<file path="src/inc/crf_regs.vh">
/*
 * register selector codes, condition flag bit positions, reset values
 * and width constants for the processor register file.
 * assumes: included by bare name from the design files.
 */
`ifndef CRF_REGS_VH
`define CRF_REGS_VH

// ----------------------------------------
// register selectors (internal, not memory mapped)
// ----------------------------------------
`define CRF_SEL_ACCH  3'h0
`define CRF_SEL_ACCL  3'h1
`define CRF_SEL_DACC  3'h2
`define CRF_SEL_PTR1  3'h3
`define CRF_SEL_PTR2  3'h4
`define CRF_SEL_SP    3'h5
`define CRF_SEL_PC    3'h6
`define CRF_SEL_FLAGS 3'h7

// ----------------------------------------
// condition flag bit positions
// ----------------------------------------
`define CRF_F_STOPLOCK 7
`define CRF_F_HPMASK   6
`define CRF_F_HALF     5
`define CRF_F_IMASK    4
`define CRF_F_NEG      3
`define CRF_F_ZERO     2
`define CRF_F_OVF      1
`define CRF_F_CARRY    0

// masks set, stop locked, result flags clear
`define CRF_FLAGS_RST  8'hd0

// ----------------------------------------
// alu operations
// ----------------------------------------
`define CRF_OP_ADD    3'h0
`define CRF_OP_ADC    3'h1
`define CRF_OP_SUB    3'h2
`define CRF_OP_SBC    3'h3
`define CRF_OP_DAA    3'h4
`define CRF_OP_PASS   3'h5

// ----------------------------------------
// index base selectors
// ----------------------------------------
`define CRF_BASE_P1   2'h0
`define CRF_BASE_P2   2'h1
`define CRF_BASE_SP   2'h2
`define CRF_BASE_PC   2'h3

// offset source selectors
`define CRF_OFS_CONST 2'h0
`define CRF_OFS_ACCH  2'h1
`define CRF_OFS_ACCL  2'h2
`define CRF_OFS_DACC  2'h3

`define CRF_QUEUE_MIN 3
`define CRF_EXT_W     20

`endif

</file>
<file path="src/verilog/crf_alu.v">
/*
 * arithmetic unit for the register file: add, add with carry,
 * subtract, subtract with borrow, decimal adjust and pass-through,
 * at 8 or 16 bit width (decimal adjust at 8 only), with half-carry, negative, zero, overflow and
 * carry results.
 * assumes: purely combinational; the caller decides when to latch flags.
 */
`timescale 1ns/100ps
`include "crf_regs.vh"

module crf_alu #(
	parameter EXT_W = `CRF_EXT_W
) (
	// operation
	input  wire [2:0]       op,
	input  wire             wide,
	input  wire [15:0]      opa,
	input  wire [15:0]      opb,
	input  wire             c_in,
	input  wire             h_in,
	// result
	output reg  [15:0]      res,
	output reg  [EXT_W-1:0] res_ext,
	output reg              h_out,
	output reg              n_out,
	output reg              z_out,
	output reg              v_out,
	output reg              c_out
);

	reg [16:0] sum;
	reg [4:0]  nib;
	reg [7:0]  adj;
	reg [8:0]  dsum;
	reg        cin_eff;
	reg        sub;
	reg [15:0] bb;
	reg        sa;
	reg        sb;
	reg        sr;

	always @* begin
		sum     = 17'h00000;
		nib     = 5'h00;
		adj     = 8'h00;
		dsum    = 9'h000;
		sub     = (op == `CRF_OP_SUB) || (op == `CRF_OP_SBC);
		cin_eff = ((op == `CRF_OP_ADC) || (op == `CRF_OP_SBC)) ? c_in
			: 1'b0;
		bb      = sub ? ~opb : opb;
		res     = 16'h0000;
		h_out   = h_in;
		c_out   = c_in;
		v_out   = 1'b0;
		case (op)
		`CRF_OP_ADD, `CRF_OP_ADC, `CRF_OP_SUB, `CRF_OP_SBC: begin
			// subtract is a + ~b + 1, borrow is the inverted carry
			sum = {1'b0, opa} + {1'b0, bb} + {16'h0000, sub ^ cin_eff};
			if (!wide) begin
				sum[8] = opa[7:0] + bb[7:0] + {7'h00, sub ^ cin_eff}
					> 9'h0ff;
				sum[16] = 1'b0;
			end
			res = wide ? sum[15:0] : {8'h00, sum[7:0]};
			nib = {1'b0, opa[3:0]} + {1'b0, opb[3:0]}
				+ {4'h0, cin_eff};
			if (!sub && !wide)
				h_out = nib[4]; // RQ9
			c_out = (wide ? sum[16] : sum[8]) ^ sub; // RQ15
		end
		`CRF_OP_DAA: begin
			// correction from half-carry and carry
			adj = 8'h00;
			if (h_in || (opa[3:0] > 4'h9))
				adj[3:0] = 4'h6; // RQ10
			if (c_in || (opa[7:4] > 4'h9) ||
				((opa[7:4] == 4'h9) && (opa[3:0] > 4'h9)))
				adj[7:4] = 4'h6; // RQ10
			dsum  = {1'b0, opa[7:0]} + {1'b0, adj};
			res   = {8'h00, dsum[7:0]};
			c_out = c_in | dsum[8]; // RQ10
		end
		`CRF_OP_PASS: begin
			res = wide ? opb : {8'h00, opb[7:0]};
		end
		default: begin
			res = 16'h0000;
		end
		endcase
		sa = wide ? opa[15] : opa[7];
		sb = wide ? bb[15] : bb[7];
		sr = wide ? res[15] : res[7];
		if (op <= `CRF_OP_SBC)
			v_out = (sa == sb) && (sr != sa); // RQ14
		n_out = sr; // RQ12 RQ19
		z_out = wide ? (res == 16'h0000) : (res[7:0] == 8'h00); // RQ13
		// extended result keeps the carry beyond the data path
		res_ext = {{(EXT_W-17){1'b0}}, c_out, res}; // RQ17
	end

endmodule

</file>
<file path="src/verilog/crf_core.v">
/*
 * programmer-visible register set of a 16-bit processor core: two byte
 * accumulators and their double view, two pointer registers, stack
 * pointer, program counter and condition flags, plus indexed address
 * formation and interrupt/stop gating from the mask bits.
 * assumes: instruction sequencer drives the control inputs; registers
 * are reached only through those inputs, never through memory.
 */
// Overview of operation
// RQ1 - two 8-bit accumulators hold operands, results
// RQ2 - double accumulator is high:low byte concatenation
// RQ3 - index base plus constant or accumulator offset
// RQ4 - stack pointer holds last used stack address
// RQ5 - program counter holds next instruction address
// RQ6 - pc usable as base except auto inc/dec
// RQ7 - stop-lock flag blocks halt instruction
// RQ8 - pin mask flag blocks high-priority request
// RQ9 - half-carry from bit 3 on byte adds
// RQ10 - decimal adjust uses half-carry and carry
// RQ11 - interrupt mask flag blocks maskable interrupts
// RQ12 - negative flag set when result below zero
// RQ13 - zero flag set when result all zero
// RQ14 - overflow flag on signed overflow
// RQ15 - carry flag on carry or borrow out
// RQ16 - at least three code bytes queued per instruction
// RQ17 - 16-bit paths, up to 20-bit intermediates
// RQ18 - registers reached only through instructions
// RQ19 - negative equals msb at operation width
`timescale 1ns/100ps
`include "crf_regs.vh"

module crf_core #(
	parameter QUEUE_MIN = `CRF_QUEUE_MIN,
	parameter EXT_W     = `CRF_EXT_W
) (
	// clock and reset
	input  wire             CLK,
	input  wire             RST,
	// register load / read
	input  wire             WR_EN,
	input  wire [2:0]       WR_SEL,
	input  wire [15:0]      WR_DATA,
	input  wire [2:0]       RD_SEL,
	output reg  [15:0]      RD_DATA,
	// alu operation on accumulators
	input  wire             ALU_EN,
	input  wire [2:0]       ALU_OP,
	input  wire             ALU_WIDE,
	input  wire [15:0]      ALU_OPB,
	output reg  [EXT_W-1:0] ALU_EXT,
	// stack push / pull by step
	input  wire             SP_PUSH,
	input  wire             SP_PULL,
	input  wire [2:0]       SP_STEP,
	// program counter advance and jump
	input  wire             PC_ADV,
	input  wire [1:0]       PC_STEP,
	input  wire             PC_JUMP,
	input  wire [15:0]      PC_TARGET,
	// indexed addressing
	input  wire             IDX_REQ,
	input  wire [1:0]       IDX_BASE,
	input  wire [1:0]       IDX_OFS_SEL,
	input  wire [15:0]      IDX_CONST,
	input  wire             IDX_AUTO,
	output reg  [15:0]      IDX_ADDR,
	output reg              IDX_ERR,
	// instruction queue fill level
	input  wire [2:0]       QUEUE_BYTES,
	output reg              QUEUE_READY,
	// interrupt and stop gating
	input  wire             HALT_REQ,
	input  wire             HP_REQ_N,
	input  wire             MASKABLE_REQ,
	output reg              HALT_GO,
	output reg              HP_TAKE,
	output reg              MASKABLE_TAKE,
	// flag view
	output reg  [7:0]       FLAGS
);

	// ----------------------------------------
	// registers
	// ----------------------------------------
	// data registers keep contents through reset, so no reset term
	reg [7:0]  acc_high_reg;
	reg [7:0]  acc_low_reg;
	reg [15:0] ptr_one_reg;
	reg [15:0] ptr_two_reg;
	reg [15:0] stack_reg;
	reg [15:0] pc_reg;
	reg [7:0]  flags_reg;

	reg [7:0]  flags_next;
	reg [15:0] base_val;
	reg [15:0] ofs_val;
	reg [15:0] rd_next;

	wire [15:0] dacc = {acc_high_reg, acc_low_reg}; // RQ2
	wire [15:0]      alu_res;
	wire [EXT_W-1:0] alu_ext;
	wire             alu_h;
	wire             alu_n;
	wire             alu_z;
	wire             alu_v;
	wire             alu_c;

	crf_alu #(
		.EXT_W (EXT_W)
	) u_alu (
		.op      (ALU_OP),
		.wide    (ALU_WIDE),
		.opa     (ALU_WIDE ? dacc : {8'h00, acc_high_reg}),
		.opb     (ALU_OPB),
		.c_in    (flags_reg[`CRF_F_CARRY]),
		.h_in    (flags_reg[`CRF_F_HALF]),
		.res     (alu_res),
		.res_ext (alu_ext),
		.h_out   (alu_h),
		.n_out   (alu_n),
		.z_out   (alu_z),
		.v_out   (alu_v),
		.c_out   (alu_c)
	);

	// ----------------------------------------
	// accumulators and double view
	// ----------------------------------------
	always @(posedge CLK) begin
		if (ALU_EN) begin
			if (ALU_WIDE)
				{acc_high_reg, acc_low_reg} <= alu_res; // RQ2
			else
				acc_high_reg <= alu_res[7:0]; // RQ1
		end else if (WR_EN) begin
			if (WR_SEL == `CRF_SEL_ACCH)
				acc_high_reg <= WR_DATA[7:0]; // RQ1
			if (WR_SEL == `CRF_SEL_ACCL)
				acc_low_reg <= WR_DATA[7:0]; // RQ1
			if (WR_SEL == `CRF_SEL_DACC)
				{acc_high_reg, acc_low_reg} <= WR_DATA; // RQ2
		end
	end

	// ----------------------------------------
	// pointer, stack and program counter
	// ----------------------------------------
	always @(posedge CLK) begin
		if (WR_EN && (WR_SEL == `CRF_SEL_PTR1))
			ptr_one_reg <= WR_DATA; // RQ3
		if (WR_EN && (WR_SEL == `CRF_SEL_PTR2))
			ptr_two_reg <= WR_DATA; // RQ3
		// pre-decrement push leaves sp on the last used address
		if (SP_PUSH)
			stack_reg <= stack_reg - {13'h0000, SP_STEP}; // RQ4
		else if (SP_PULL)
			stack_reg <= stack_reg + {13'h0000, SP_STEP}; // RQ4
		else if (WR_EN && (WR_SEL == `CRF_SEL_SP))
			stack_reg <= WR_DATA; // RQ4
		if (PC_JUMP)
			pc_reg <= PC_TARGET; // RQ5
		else if (PC_ADV)
			pc_reg <= pc_reg + {14'h0000, PC_STEP}; // RQ5
		else if (WR_EN && (WR_SEL == `CRF_SEL_PC))
			pc_reg <= WR_DATA; // RQ5
	end

	// ----------------------------------------
	// condition flags
	// ----------------------------------------
	always @* begin
		flags_next = flags_reg;
		if (ALU_EN) begin
			flags_next[`CRF_F_HALF]  = alu_h; // RQ9
			flags_next[`CRF_F_NEG]   = alu_n; // RQ12
			flags_next[`CRF_F_ZERO]  = alu_z; // RQ13
			flags_next[`CRF_F_OVF]   = alu_v; // RQ14
			flags_next[`CRF_F_CARRY] = alu_c; // RQ15
		end else if (WR_EN && (WR_SEL == `CRF_SEL_FLAGS)) begin
			flags_next = WR_DATA[7:0];
			// once cleared by software the pin mask cannot be set again
			if (!flags_reg[`CRF_F_HPMASK])
				flags_next[`CRF_F_HPMASK] = 1'b0;
		end
	end

	always @(posedge CLK or posedge RST) begin
		if (RST)
			flags_reg <= `CRF_FLAGS_RST;
		else
			flags_reg <= flags_next;
	end

	// ----------------------------------------
	// indexed address formation
	// ----------------------------------------
	always @* begin
		case (IDX_BASE)
		`CRF_BASE_P1: base_val = ptr_one_reg;
		`CRF_BASE_P2: base_val = ptr_two_reg;
		`CRF_BASE_SP: base_val = stack_reg;
		`CRF_BASE_PC: base_val = pc_reg; // RQ6
		default:      base_val = ptr_one_reg;
		endcase
		case (IDX_OFS_SEL)
		`CRF_OFS_CONST: ofs_val = IDX_CONST;
		`CRF_OFS_ACCH:  ofs_val = {8'h00, acc_high_reg};
		`CRF_OFS_ACCL:  ofs_val = {8'h00, acc_low_reg};
		`CRF_OFS_DACC:  ofs_val = dacc;
		default:        ofs_val = IDX_CONST;
		endcase
	end

	// ----------------------------------------
	// read port, outputs
	// ----------------------------------------
	always @* begin
		case (RD_SEL)
		`CRF_SEL_ACCH:  rd_next = {8'h00, acc_high_reg};
		`CRF_SEL_ACCL:  rd_next = {8'h00, acc_low_reg};
		`CRF_SEL_DACC:  rd_next = dacc;
		`CRF_SEL_PTR1:  rd_next = ptr_one_reg;
		`CRF_SEL_PTR2:  rd_next = ptr_two_reg;
		`CRF_SEL_SP:    rd_next = stack_reg;
		`CRF_SEL_PC:    rd_next = pc_reg;
		`CRF_SEL_FLAGS: rd_next = {8'h00, flags_reg};
		default:        rd_next = 16'h0000;
		endcase
	end

	always @(posedge CLK or posedge RST) begin
		if (RST) begin
			RD_DATA       <= 16'h0000;
			ALU_EXT       <= {EXT_W{1'b0}};
			IDX_ADDR      <= 16'h0000;
			IDX_ERR       <= 1'b0;
			QUEUE_READY   <= 1'b0;
			HALT_GO       <= 1'b0;
			HP_TAKE       <= 1'b0;
			MASKABLE_TAKE <= 1'b0;
			FLAGS         <= `CRF_FLAGS_RST;
		end else begin
			RD_DATA <= rd_next; // RQ18
			if (ALU_EN)
				ALU_EXT <= alu_ext; // RQ17
			if (IDX_REQ) begin
				IDX_ADDR <= base_val + ofs_val; // RQ3
				IDX_ERR  <= IDX_AUTO &&
					(IDX_BASE == `CRF_BASE_PC); // RQ6
			end
			QUEUE_READY <= ({29'h0, QUEUE_BYTES} >= QUEUE_MIN); // RQ16
			HALT_GO <= HALT_REQ &&
				!flags_next[`CRF_F_STOPLOCK]; // RQ7
			HP_TAKE <= !HP_REQ_N &&
				!flags_next[`CRF_F_HPMASK]; // RQ8
			MASKABLE_TAKE <= MASKABLE_REQ &&
				!flags_next[`CRF_F_IMASK]; // RQ11
			FLAGS <= flags_next;
		end
	end

endmodule

</file>
<file path="config.mk">
export PLATFORM = sky130hd
export DESIGN_NAME = crf_core
export DESIGN_NICKNAME = d
export VERILOG_FILES = /design/src/verilog/crf_alu.v /design/src/verilog/crf_core.v
export VERILOG_INCLUDE_DIRS = /design/src /design/src/inc
export SDC_FILE = /design/constraint.sdc
export NUM_CORES = 1
export LEC_CHECK = 0
export BUFFER_PORTS_ARGS = -buffer_cell sky130_fd_sc_hd__buf_2
export CAP_MARGIN = 20
export CORE_ASPECT_RATIO = 1.2
export CORE_MARGIN = 2
export CORE_UTILIZATION = 30
export CTS_CLUSTER_DIAMETER = 30
export CTS_CLUSTER_SIZE = 24
export DETAILED_ROUTE_END_ITERATION = 6
export MAX_ROUTING_LAYER = met4
export SKIP_CTS_REPAIR_TIMING = 1
export SLEW_MARGIN = 30
export SYNTH_ARGS = -nofsm -noshare
export SYNTH_HDL_FRONTEND = slang
export SYNTH_SLANG_ARGS = --single-unit
export TNS_END_PERCENT = 10
</file>
<file path="constraint.sdc">
create_clock -name CLK -period 6.45 [get_ports CLK]
set_input_delay 0.3225 -clock CLK [delete_from_list [all_inputs] [get_ports CLK]]
set_output_delay 0.3225 -clock CLK [all_outputs]
set_load 0.005 [all_outputs]
</file>
### Yosys cells after proc, flatten, opt, wreduce, memory -nomap -nowiden

Index checks and enable logic that the tools add are counted.

| storage, ports and cells | value |
|---|---|
| flip-flop bits (word level) | 142 |
| output and inout port bits | 65 |
| bits of input ports | 99 |

| cells by class | value |
|---|---|
| eq/ne operators | 31 |
| reduce and logical (&&, ||, !) cells | 40 |
| add/subtract/negate cells | 11 |
| mux-type cells | 47 |
| magnitude comparators | 5 |
| bitwise logic cells | 4 |

Operator list:

| operator | number |
|---|---|
| two-way mux 16 bit | 10 |
| one-hot mux 16 bit (4 select lines) | 2 |
| one-hot mux 16 bit (8 select lines) | 1 |
| two-way mux 8 bit | 11 |
| one-hot mux 16 bit (3 select lines) | 1 |
| == test 3 bit, second input constant | 10 |
| adder 8 x 8 -> 9 bit | 2 |
| == test 3 x 2 -> 1 bit, second input constant | 6 |
| adder 16 x 16 -> 17 bit | 1 |
| adder 17 x 1 -> 17 bit | 1 |
| adder 16 bit | 1 |
| adder 16 x 2 -> 16 bit | 1 |
| adder 16 x 3 -> 16 bit | 1 |
| logical NOT 16 bit | 1 |
| inverter 16 bit | 1 |
| subtractor 16 x 3 -> 16 bit | 1 |
| two-way mux 1 bit | 15 |
| logical AND 1 bit | 12 |
| two-way mux 4 bit | 3 |
| nonzero test 3 bit | 4 |
| adder 9 x 1 -> 9 bit | 1 |
| == test 3 x 1 -> 1 bit, second input constant | 3 |
| > comparator 9 x 8 -> 1 bit, second input constant | 1 |
| logical NOT 3 bit | 3 |
| other kinds (24) | 45 |

### Logic depth before layout (Yosys ltp)

| depth | value |
|---|---|
| depth after elaboration | 15 |
| gate-level depth with buffers | 17 |

### Hierarchy

Synthesis repeated with hierarchy kept, for this count alone.

| unflattened totals | value |
|---|---|
| cell total of the unflattened synthesis | 1,083 |
| area, all modules | 10,842.9 um^2 |

Modules (own cells, without submodules):

| module | instances | cells an instance | area an instance (um^2) |
|---|---|---|---|
| crf_core | 1 | 839 | 9,006.1 |
| crf_alu | 1 | 244 | 1,836.8 |

### Least setup slack after synthesis

No wires, ideal clock.

| timing path | value |
|---|---|
| kind | input port to flip-flop |
| start point | in IDX_BASE[0] |
| end point | reg IDX_ADDR[14] |
| path buffers | 2 |
| data required time | 6.381 ns |
| arrival time | 3.658 ns |
| slack | 2.723 ns |
| library setup time | 0.069 ns |
| stages on the path | 14 |
| path through | clkbuf_1 > clkbuf_1 > mux4_2 > ha_1 > inv_1 > fa_1 > nor2b_1 > o21ai_1 > a21boi_1 > o21ai_1 > a211oi_1 > o311a_1 > or4_1 > nand3_1 |

| on the way | value |
|---|---|
| cells in the longest elaborated chain, start to end | 3 |
| elaborated cells on any way between the ends | 6 |

RTL lines:

| element | RTL line | text |
|---|---|---|
| start, declared | crf_core.v:62 | `input wire [1:0] IDX_BASE,` |
| == test 2 bit, or another cell as far along | crf_core.v:198 | `case (IDX_BASE)` |
| one-hot mux 16 bit (4 select lines) * | crf_core.v:198 |  |
| adder 16 bit * | crf_core.v:247 | `IDX_ADDR <= base_val + ofs_val;` |
| end signal, assigned | crf_core.v:247 |  |
| end, declared | crf_core.v:66 | `output reg [15:0] IDX_ADDR,` |

Mark *: on every way between the ends. The rest lies on a longest branch, timed or not.
A chain may end at the register's enable or synchronous reset.

### Worst setup path in the final report

| timing path | value |
|---|---|
| start point | reg acc_high_reg[2] |
| end point | reg acc_high_reg[7] (data pin) |

| on the way | value |
|---|---|
| cells in the longest elaborated chain, start to end | 10 |
| elaborated cells on any way between the ends | 16 |

RTL lines:

| element | RTL line | text |
|---|---|---|
| start, declared | crf_core.v:86 | `reg [7:0] acc_high_reg;` |
| start signal, assigned | crf_core.v:132 | `{acc_high_reg, acc_low_reg} <= alu_res;` |
| start signal, assigned | crf_core.v:134 | `acc_high_reg <= alu_res[7:0];` |
| start signal, assigned | crf_core.v:137 | `acc_high_reg <= WR_DATA[7:0];` |
| two-way mux 16 bit * | crf_core.v:113 | `.opa (ALU_WIDE ? dacc : {8'h00, acc_high_reg}),` |
| branches (longest 6 deep; another with adder 16 x 16 -> 17 bit) | - |  |
| one-hot mux 16 bit (3 select lines) * | crf_alu.v:55 | `case (op)` |
| two-way mux 8 bit * | crf_core.v:131 | `if (ALU_WIDE)` |
| two-way mux 8 bit * | crf_core.v:130 | `if (ALU_EN) begin` |

Mark *: on every way between the ends. The select of a mux whose other input is x is not followed.

==> impl_metrics.env <==
export IMPL_initial_core_util_pct=30.5
export IMPL_vias_per_cell=5.38
export IMPL_path_class="flop to flop"
export IMPL_placed_area_mm2=0.0116
export IMPL_slowest_stage="edfxtp_1"
export IMPL_drtAntennaViolNets=0
export IMPL_cp_top_family="compound AO/OA/AOI/OAI gates"
export IMPL_largest_reg_flops=17
export IMPL_ys_seq_area_share_pct=38.0
export IMPL_final_hold_violation_count=0
export IMPL_track_usage_pct=19.7
export IMPL_tns_ns=0
export IMPL_post_drt_wl_per_cell_um=21.2
export IMPL_finalCritPeriodShare_pct=57.7
export IMPL_insertion_delay_ns=0.43
export IMPL_drtIter0Drc=679
export IMPL_top_register="ALU_EXT"
export IMPL_coreArea_mm2=0.0342
export IMPL_synthFlopType="edfxtp_1"
export IMPL_worstPathRequired_ns=6.59
export IMPL_syn_area_mm2=0.0104
export IMPL_first_pass_iters=5
export IMPL_grt_overflow_total=0
export IMPL_fin_crit_ns=3.72
export IMPL_powerDensity_mw_per_mm2=269
export IMPL_numCtsBuffers=17
export IMPL_tightest_slew_ns=0.912
export IMPL_synth_warnings=0
export IMPL_cts_buffer_depth=2
export IMPL_crit_arrival_ns=3.86
export IMPL_worst_r2r_setup_slack_ns=2.73
export IMPL_stdcell_area_mm2=0.0122
export IMPL_rsz0062_at_grt="no"
export IMPL_grt_max_degree=68
export IMPL_ys_ff_latch=142
export IMPL_crit_start="acc_high_reg[2]"
export IMPL_antenna_found_initial=1
export IMPL_clkSinkCount=142
export IMPL_max_stage_delay_ns=0.56
export IMPL_synth_cell_types=95
export IMPL_worstPathMaxFanout=6
export IMPL_rr_endpoint="acc_high_reg[7]"
export IMPL_worstSetupStartpointType="flop"
export IMPL_gp_congestion=0.888
export IMPL_die_height_um=208
export IMPL_cts_root_buffer="clkbuf_16"
export IMPL_rows=74
export IMPL_min_path_type="primary input to flop"
export IMPL_r2r_cells=15
export IMPL_worst_path_buf_inv=2
export IMPL_dieArea_mm2=0.0362
export IMPL_layout_nets=1324
export IMPL_slew_viol_final=0
export IMPL_cts_tree="built"
export IMPL_vias=8832
export IMPL_grt_pass1_wl_um=53000
export IMPL_hpwl_um=26500
export IMPL_layout_drive_gt1_share_pct=24.3
export IMPL_synth_enable_flop_cells=80
export IMPL_end_kind="flop"
export IMPL_clk_pin_slew_ns=0.06
export IMPL_cp_depth=15
export IMPL_drcViolationCount=0
export IMPL_setup_viol=0
export IMPL_cts_htree_levels=4
export IMPL_path_cells="mux2i_1 -> inv_1 -> o21a_1 -> or2_2 -> ha_1 -> inv_1 -> fa_1 -> nand4bb_1 -> a21oi_1 -> o21a_1 -> nor3_1 -> a2bb2oi_1 -> nor2_1 -> nor2_1 -> a21oi_1"
export IMPL_synth_cells=1052
export IMPL_status="finished clean"
export IMPL_p_leak_uw=0.00493
export IMPL_fin_worst_skew_ns=0.00917
export IMPL_ir_worst_vdd_uv=142
export IMPL_p_total_uw=3280
export IMPL_timing_rr_start="acc_high_reg[2]"
export IMPL_relSlewSlack_pct=39.1
export IMPL_maxCapViolations=0
export IMPL_wirelength_um=34800
export IMPL_fmax_mhz=269
export IMPL_async_flop_share_pct=43.7
export IMPL_area_growth_pct=16.8
export IMPL_grt_pass1_vias=8658
export IMPL_io_pins=164
export IMPL_avgSynthCellArea_um2=9.90
export IMPL_portBuffers=160
export IMPL_fp_dieW_um=174
export IMPL_endpoint="acc_high_reg[7]"
routing by layer:
metal | vias to the layer above | wire, um | GRT usage [%]
li1 | 4172 | - | -
met1 | 4281 | 15200 | 25.7
met2 | 332 | 16400 | 31.3
met3 | 47 | 2300 | 3.60
met4 | 0 | 869 | 6.00
met5 | - | 0 | -
kinds of logic (layout without fill, tap and decap cells):
logic type / Yosys count / count (layout) / share of synthesized area [%]
compound gates: 300 / 300 / 20.5
flops: 142 / 142 / 38.0
fa+ha+maj: 53 / 53 / 6.87
other cells: 1 / 4 / 0.0360
buf+inv: 109 / 240 / 4.31
simple gates: 312 / 312 / 14.8
mux: 78 / 78 / 10.6
xor+xnor: 57 / 57 / 4.80
layout by cell type (no fill, tap or decap), drive strengths merged, types with 9 or more instances in the layout:
| master | synthesis | final |
|---|---|---|
| nor2b | 15 | 15 |
| mux2 | 29 | 29 |
| o22ai | 23 | 23 |
| a22oi | 12 | 12 |
| inv | 41 | 46 |
| a22o | 16 | 16 |
| nand3 | 16 | 16 |
| mux2i | 26 | 26 |
| dfrtp | 59 | 59 |
| nor3 | 24 | 24 |
| nand2 | 92 | 92 |
| nand2b | 9 | 9 |
| edfxtp | 80 | 80 |
| clkbuf | 47 | 24 |
| nor2 | 80 | 80 |
| xor2 | 15 | 15 |
| o21ai | 74 | 74 |
| o21a | 18 | 18 |
| or3 | 14 | 14 |
| buf | 21 | 167 |
| and3 | 10 | 10 |
| and2 | 15 | 15 |
| a211oi | 13 | 13 |
| xnor2 | 42 | 42 |
| a21oi | 57 | 57 |
| mux4 | 23 | 23 |
| ha | 46 | 46 |
| nand4 | 10 | 10 |
synthesized netlist by cell type (all sizes together), types with 4 or more instances:
| library cell | count | area share [%] |
|---|---|---|
| nand2 | 92 | 3.4 |
| and4 | 5 | 0.42 |
| nand2b | 9 | 0.54 |
| mux4 | 23 | 5.0 |
| dfrtp | 59 | 14 |
| nand4 | 10 | 0.60 |
| inv | 41 | 1.5 |
| o221ai | 8 | 0.67 |
| clkbuf | 47 | 1.7 |
| edfxtp | 80 | 23 |
| and2 | 15 | 0.90 |
| xor2 | 15 | 1.3 |
| o21a | 18 | 1.3 |
| buf | 21 | 1.1 |
| ha | 46 | 5.5 |
| a22o | 16 | 1.3 |
| o22ai | 23 | 1.4 |
| or2 | 8 | 0.48 |
| a31oi | 6 | 0.36 |
| o211ai | 8 | 0.67 |
| o21ai | 74 | 3.6 |
| o41ai | 4 | 0.48 |
| a221o | 8 | 0.77 |
| nor2b | 15 | 0.90 |
| or3 | 14 | 0.94 |
| mux2i | 26 | 2.5 |
| o21bai | 8 | 0.58 |
| fa | 7 | 1.3 |
| a21oi | 57 | 3.0 |
| nor2 | 80 | 2.9 |
| xnor2 | 42 | 3.5 |
| nor3 | 24 | 1.2 |
| a21o | 7 | 0.50 |
| nand3 | 16 | 0.82 |
| mux2 | 29 | 3.2 |
| a211oi | 13 | 1.2 |
| a22oi | 12 | 0.91 |
| and3 | 10 | 0.60 |
how the worst min path moves through the flow:
stage	start	to	cells after the start
2_1_floorplan	HP_REQ_N	HP_TAKE	1
3_3_place_gp	ALU_EXT[3]	ALU_EXT[3]	1
3_5_place_dp	IDX_ADDR[10]	IDX_ADDR[10]	2
4_1_cts	HP_REQ_N	HP_TAKE	2
5_1_grt	HP_REQ_N	HP_TAKE	2
6_report	HP_REQ_N	HP_TAKE	2
power breakdown:
part	total [uW]	switching, uW	leakage, uW	internal (uW)
clock network	979	390	0.000287	589
logic	1030	567	0.00313	463
registers	1270	155	0.00151	1110
per-stage QoR:
step / util (%) / cells / hold slack [ns] / setup slack [ns]
2_1_floorplan: - / 1054 / 0.389 / 2.72
3_3_place_gp: 33.9 / 1609 / 0.461 / 2.34
3_5_place_dp: 33.9 / 1609 / 0.463 / 2.24
4_1_cts: 35.6 / 1641 / 0.0208 / 2.72
5_1_grt: 35.6 / 1642 / 0.0259 / 2.41
6_report: 35.6 / 1642 / 0.0366 / 2.73
final cells by class:
class,instances,area (um^2)
well taps,456,571
clock inverters,8,76.3
clock buffers,24,504
repair buffers,167,853
diodes,1,2.50
inverters,41,154
multi-input cells,803,6040
flip-flops and latches,142,3960
fillers,3458,22000
Power figures use the tool's default switching activity.
